**src/reset_seq_map.vh**
```
// Register map and timing constants of the reset time-out sequencer
`ifndef RESET_SEQ_MAP_VH
`define RESET_SEQ_MAP_VH

// ----------------------------------------
// Register offsets (byte addresses)
// ----------------------------------------
// Power control is kept as a word index; its byte address is four times it
`define PWRCTL_INDEX      12'h08E
`define PWRCTL_OFFSET     (`PWRCTL_INDEX << 2)
`define SEQCFG_OFFSET     12'h090
`define SEQSTAT_OFFSET    12'h094

// ----------------------------------------
// Field positions
// ----------------------------------------
`define PWRCTL_BROWN_BIT  0
`define PWRCTL_POWER_BIT  1
`define CFG_DELAYEN_BIT   0
`define CFG_BOREN_LSB     1
`define CFG_BOREN_MSB     2
`define CFG_EXTCLK_BIT    3

// ----------------------------------------
// Reset values
// ----------------------------------------
`define SEQCFG_RESET      4'h0

// ----------------------------------------
// Timing
// ----------------------------------------
// Plain defaults in clock cycles; set per product
`define DELAY_CYCLES      16'h1000
`define OSC_START_CYCLES  16'h0200

`endif

```
**src/reset_timeout_sequencer.v**
```verilog
// Reset time-out sequencer with power control register on APB
//
// Contract
// - Power-up delay timer starts only after the power-on pulse ends or after a brown-out event.
// - Oscillator start-up timer starts after the power-up delay finishes, or after the power-on pulse when the delay is disabled; external clock mode skips it.
// - External clock mode with power-up delay disabled gives no time-out.
// - Chain timed from power-on pulse; late pin release starts at once.
// - Power control register at 8Eh holds two reset-cause bits.
// - Brown-out flag clears on brown-out reset; software sets it.
// - Brown-out flag meaningless when brown-out enable field is 00.
// - Power-on flag cleared by power-on reset only; software writes one. The code also clears it on rst_b.
`timescale 1ns/1ns
`include "reset_seq_map.vh"

module reset_timeout_sequencer
#(
  parameter DELAY_CYCLES = `DELAY_CYCLES,
  parameter OSC_CYCLES   = `OSC_START_CYCLES
)
(
  // Clock and reset
  input  wire        clk,
  input  wire        rst_b,
  // Reset sources and straps
  input  wire        powerOnPulse,
  input  wire        brownoutPulse,
  input  wire        extResetPin_b,
  // APB slave
  input  wire        psel,
  input  wire        penable,
  input  wire        pwrite,
  input  wire [11:0] paddr,
  input  wire [31:0] pwdata,
  output wire        pready,
  output wire        pslverr,
  output reg  [31:0] prdata,
  // Sequencer outputs
  output reg         internalReset,
  output wire        seqBusy
);

  // ----------------------------------------
  // Local definitions
  // ----------------------------------------
  localparam [1:0] ST_POR   = 2'h0;
  localparam [1:0] ST_DELAY = 2'h1;
  localparam [1:0] ST_OSC   = 2'h2;
  localparam [1:0] ST_DONE  = 2'h3;

  // Three-stage synchroniser, stable when stages two and three agree
  reg  [2:0]  porSync_r;
  reg  [2:0]  borSync_r;
  reg  [2:0]  pinSync_r;
  reg         porLvl_r;
  reg         borLvl_r;
  reg         pinLvl_r;
  reg  [1:0]  state_r;
  reg  [1:0]  state_nxt;
  reg  [20:0] count_r;
  reg  [20:0] count_nxt;
  reg  [3:0]  cfg_r;
  reg         powerFlag_r;
  reg         brownFlag_r;
  reg         borPrev_r;

  wire        delayEn;
  wire        extClk;
  wire [1:0]  borEn;
  wire        access;
  wire        borEvent;

  assign delayEn = cfg_r[`CFG_DELAYEN_BIT];
  assign extClk  = cfg_r[`CFG_EXTCLK_BIT];
  assign borEn   = cfg_r[`CFG_BOREN_MSB:`CFG_BOREN_LSB];
  assign access  = psel & penable;
  assign pready  = 1'b1;
  assign pslverr = 1'b0;
  assign seqBusy = (state_r != ST_DONE);
  assign borEvent = borLvl_r & ~borPrev_r & (borEn != 2'h0);

  // Address match helper
  function hit;
    input [11:0] a;
    input [11:0] off;
    begin
      hit = (a == off);
    end
  endfunction

  // ----------------------------------------
  // Input synchronisers
  // ----------------------------------------
  always @(posedge clk)
  begin
    if (!rst_b)
    begin
      porSync_r <= 3'h7;
      borSync_r <= 3'h0;
      pinSync_r <= 3'h0;
      porLvl_r  <= 1'b1;
      borLvl_r  <= 1'b0;
      pinLvl_r  <= 1'b0;
      borPrev_r <= 1'b0;
    end
    else
    begin
      porSync_r <= {porSync_r[1:0], powerOnPulse};
      borSync_r <= {borSync_r[1:0], brownoutPulse};
      pinSync_r <= {pinSync_r[1:0], extResetPin_b};
      if (porSync_r[1] == porSync_r[2])
        porLvl_r <= porSync_r[2];
      if (borSync_r[1] == borSync_r[2])
        borLvl_r <= borSync_r[2];
      if (pinSync_r[1] == pinSync_r[2])
        pinLvl_r <= pinSync_r[2];
      borPrev_r <= borLvl_r;
    end
  end

  // ----------------------------------------
  // Time-out chain
  // ----------------------------------------
  always @*
  begin
    state_nxt = state_r;
    count_nxt = count_r;
    case (state_r)
      ST_POR:
        if (!porLvl_r)
        begin
          count_nxt = 21'h000000;
          if (delayEn)
            state_nxt = ST_DELAY;
          else if (extClk)
            state_nxt = ST_DONE;
          else
            state_nxt = ST_OSC;
        end
      ST_DELAY:
        if (count_r == DELAY_CYCLES - 1)
        begin
          count_nxt = 21'h000000;
          state_nxt = extClk ? ST_DONE : ST_OSC;
        end
        else
          count_nxt = count_r + 21'h000001;
      ST_OSC:
        if (count_r == OSC_CYCLES - 1)
          state_nxt = ST_DONE;
        else
          count_nxt = count_r + 21'h000001;
      ST_DONE:
        state_nxt = ST_DONE;
      default:
        state_nxt = ST_POR;
    endcase
    if (porLvl_r || borEvent)
      state_nxt = ST_POR;
  end

  // State and internal reset registers
  always @(posedge clk)
  begin
    if (!rst_b)
    begin
      state_r       <= ST_POR;
      count_r       <= 21'h000000;
      internalReset <= 1'b1;
    end
    else
    begin
      state_r       <= state_nxt;
      count_r       <= count_nxt;
      internalReset <= (state_nxt != ST_DONE) | ~pinLvl_r;
    end
  end

  // ----------------------------------------
  // Registers
  // ----------------------------------------
  always @(posedge clk)
  begin
    if (!rst_b)
    begin
      cfg_r       <= `SEQCFG_RESET;
      powerFlag_r <= 1'b0;
      brownFlag_r <= 1'b0; // Cleared at reset; software sets it
    end
    else
    begin
      if (access && pwrite && hit(paddr, `SEQCFG_OFFSET))
        cfg_r <= pwdata[3:0];
      if (porLvl_r)
        powerFlag_r <= 1'b0;
      else if (access && pwrite && hit(paddr, `PWRCTL_OFFSET))
        powerFlag_r <= pwdata[`PWRCTL_POWER_BIT];
      if (borEvent)
        brownFlag_r <= 1'b0;
      else if (access && pwrite && hit(paddr, `PWRCTL_OFFSET))
        brownFlag_r <= pwdata[`PWRCTL_BROWN_BIT];
    end
  end

  // Read data
  always @(posedge clk)
  begin
    if (!rst_b)
      prdata <= 32'h00000000;
    else if (psel && !penable && !pwrite)
    begin
      if (hit(paddr, `PWRCTL_OFFSET))
        prdata <= {30'h00000000, powerFlag_r, brownFlag_r};
      else if (hit(paddr, `SEQCFG_OFFSET))
        prdata <= {28'h0000000, cfg_r};
      else if (hit(paddr, `SEQSTAT_OFFSET))
        prdata <= {28'h0000000, internalReset, pinLvl_r, state_r};
      else
        prdata <= 32'h00000000;
    end
  end

endmodule

```
**config.mk**
```make
export PLATFORM = sky130hd
export DESIGN_NAME = reset_timeout_sequencer
export DESIGN_NICKNAME = d
export VERILOG_FILES = /design/src/reset_timeout_sequencer.v
export VERILOG_INCLUDE_DIRS = /design/src
export SDC_FILE = /design/constraint.sdc
export NUM_CORES = 1
export LEC_CHECK = 0
export BUFFER_PORTS_ARGS = -buffer_cell sky130_fd_sc_hd__buf_4
export CAP_MARGIN = 20
export CORE_ASPECT_RATIO = 0.7
export CORE_MARGIN = 2
export CORE_UTILIZATION = 40
export CTS_BUF_LIST = sky130_fd_sc_hd__clkbuf_4 sky130_fd_sc_hd__clkbuf_8
export CTS_CLUSTER_SIZE = 40
export DETAILED_ROUTE_END_ITERATION = 8
export PLACE_DENSITY_LB_ADDON = 0.08
export SLEW_MARGIN = 20
export SYNTH_ARGS = -nofsm -noshare
export SYNTH_HDL_FRONTEND = slang
export SYNTH_SLANG_ARGS = --single-unit
```
**constraint.sdc**
```tcl
create_clock -name clk -period 2.2 [get_ports clk]
set_input_delay 0.44 -clock clk [delete_from_list [all_inputs] [get_ports clk]]
set_output_delay 0.44 -clock clk [all_outputs]
set_load 0.02 [all_outputs]
```
==> qor.txt <==
status: finished, final reports clean
commonest non-fill, non-tap cells in the layout: 47 x dfxtp_1, 42 x buf_4, 30 x conb_1
asr flop ratio synth: 0%
P per Cell Area: 528.7 nW/µm²
DRC: 0
via count: 2044
Via-to-Cell Ratio: 5.059
detailed-route wire length per cell: 13.57 µm
final core utilization: 47.36%
GRT Total Usage: 16.34%
RSZ-0062 raised after global routing: no
Pleak: 1.190 nW
Final Max Tran Viols: 0
final hold viol count: 0
xor/xnor cell area share of the yosys netlist: 4.748%
post-synth top area share: 36.43%
placed cell count: 396
clk slew on worst S/H paths: 0.11 ns
share of cells above drive strength 1: 20.25%
Post-Synth Simple-Gate Area: 27.71%
commonest non-fill, non-tap cell in the layout: dfxtp_1
ANT nets after route: 0
post-CTS setup buffer count: 0
crit-path max FO: 5
Synth Flop Type: dfxtp_1
Yosys warning count: 0
period utilisation layout: 91.75%
Worst EP arrival: 2.25 ns
crit end category: flip-flop
Setup TNS: 0 ns
Post-Layout Cell Count: 404
GPL Wtd Cong: 0.8588
syn_area_per_cell: 9.030 µm²
cts hold-fix bufs: 0
antenna diode count: 0
total power: 1.564 mW
post-synthesis sequential area ratio: 36.43%
worst-margin pin slew: 0.6077 ns
clk root buf: clkbuf_8
# nets final: 382
critical path class: reg -> reg
Sink Count: 47
First DRT Iteration DRCs: 180
Peak VDD IR: 0.0002416 V
Max stage delay on crit path: 0.43 ns
Worst Path Required: 2.44 ns
PortBufs: 29
Mapped Cells: 286
worst-case clock skew: 0.01407 ns
worst hold path class: in -> reg
width of the die: 100.0 µm
Routed WL: 5482 µm
leading area contributor after synthesis: dfxtp_1
top cells by area, synth: dfxtp_1 36%, buf_4 8.7%, mux2i_1 4.7%, xor2_1 4.4%, nor2_1 3.2%
CP Cell Sequence: inv_1, ha_1, and2_4, nor4_2, nand3_1, or3_1, a21oi_1
Post-synth EDFFs: 0
Startpoint Class: flip-flop
Worst Slack Setup Final: 0.1816 ns
Synth Area in Compound Gates: 12.65%
Core ar.: 6246 µm²
initial antenna violation count: 0
total CTS buffers: 5
CP max stage cell: dfxtp_1
Max Buffers Root-to-Sink: 2
DR pass1 iterations: 4
Max Cap Viol: 0
Die ar.: 7125 µm²
Tmin final: 2.018 ns
later-pin clock latency in the skew report: 0.31 ns
grt ovf: 0
Post-CTS Resized: 0
htree depth: 2
Setup Slack @ Placement: 0.06109 ns
Ports: 88
largest family of logic cells by synthesized area: simple AND/OR/NAND/NOR gates
global-route wire length before repair: 9232 µm
Area Growth Syn to Fin: 14.53%
# setup viols final: 0
vias in the first global route: 1795
post-synthesis mux area share: 4.651%
num rows: 24
max frequency: 495.4 MHz
synth unique cells: 49
Chip Height: 71.23 µm
CTS tree: yes
#FFs+latches synth: 47
Worst slew margin: 59.11%
Adder-Cell Fraction of Synth Area: 2.422%
Initial Util: 41.35%
pin count of the biggest net entering global routing: 28
Synth Cell Area: 2582 µm²
Detail Placement HPWL: 4182 µm
==> final timing paths <==
| path | start | to | slack [ns] | cells after the start |
|---|---|---|---|---|
| setup / recovery | state_r[1] | count_r[14] | 0.18 | 7 |
| hold / removal | powerOnPulse | porSync_r[0] | 0.30 | 2 |
| setup reg to reg | state_r[1] | count_r[14] | 0.18 | 7 |
| hold reg to reg | porSync_r[0] | porSync_r[1] | 0.42 | 1 |
==> critical path: cells and delay by family, from the launching register on <==
family | cells | cell delay [ns]
buffers and inverters | 1 | 0.09
adder cells (fa/ha/maj) | 1 | 0.23
AND/OR/NAND/NOR | 4 | 1.06
AO/OA/AOI/OAI | 1 | 0.14
flip-flops | 1 | 0.43
==> routing by layer <==
| layer | GRT usage [%] | share of wire [%] |
|---|---|---|
| met1 | 26.67 | 55 |
| met2 | 20.95 | 37 |
| met3 | 3.902 | 7.8 |
| met4 | 4.110 | 0.62 |
| met5 | 0 | 0 |
==> sequential cells by signal, summed over array words and instances (netlist names) <==
signal / flops
pinLvl_r: 1
brownFlag_r: 1
prdata: 4
borPrev_r: 1
count_r: 21
internalReset: 1
state_r: 2
porSync_r: 3
borLvl_r: 1
cfg_r: 4
pinSync_r: 3
powerFlag_r: 1
borSync_r: 3
porLvl_r: 1
==> final cells by class <==
cell class | instances | area, µm²
Sequential cell | 47 | 940.9
Inverter | 4 | 15.01
Tap cell | 78 | 97.59
Fill cell | 613 | 3288
Timing Repair Buffer | 43 | 335.3
Clock inverter | 3 | 28.78
Multi-Input combinational cell | 224 | 1471
Clock buffer | 5 | 68.82
==> cell families after synthesis <==
kind of cell | Yosys count
buffers and inverters | 43
other | 2
adder cells (fa/ha/maj) | 5
AND/OR/NAND/NOR | 117
AO/OA/AOI/OAI | 46
XOR/XNOR | 14
multiplexers | 12
flip-flops | 47
==> stage by stage <==
step / area [µm²] / hold WS [ns]
final: 2958 / 0.3017
after global routing: 2958 / 0.2895
after CTS: 2947 / 0.2965
after detailed placement: 2849 / 0.3918
after global placement: 2849 / 0.3917
after floorplan: 2688 / 0.3863
==> where the power goes <==
group / leakage [nW] / internal [mW] / total, mW / switching (mW)
logic: 0.758 / 0.0474 / 0.126 / 0.0790
clock network: 0.0511 / 0.240 / 0.575 / 0.335
registers: 0.380 / 0.859 / 0.862 / 0.00349
total: 1.19 / 1.15 / 1.56 / 0.417
==> Yosys cell counts, types with 3 or more instances <==
cell and count:
nor2_1 22, nand3_1 11, o211ai_1 4, nor2b_1 8, xor2_1 13, or4_1 3, inv_1 4, a21boi_0 3
dfxtp_1 47, nand2b_1 6, o2111ai_1 5, nor4b_1 4, nor3_1 6, nor4_1 4, buf_4 30, nor4_2 3
o21ai_0 11, nand2_1 14, nand4_1 7, o31ai_1 3, and3_1 5, a21oi_1 9, clkbuf_1 4, and2_1 8
ha_1 5, o21a_1 3, buf_2 3, mux2i_1 12, or3_1 3
Note: power is estimated with default switching activity, not from simulation.
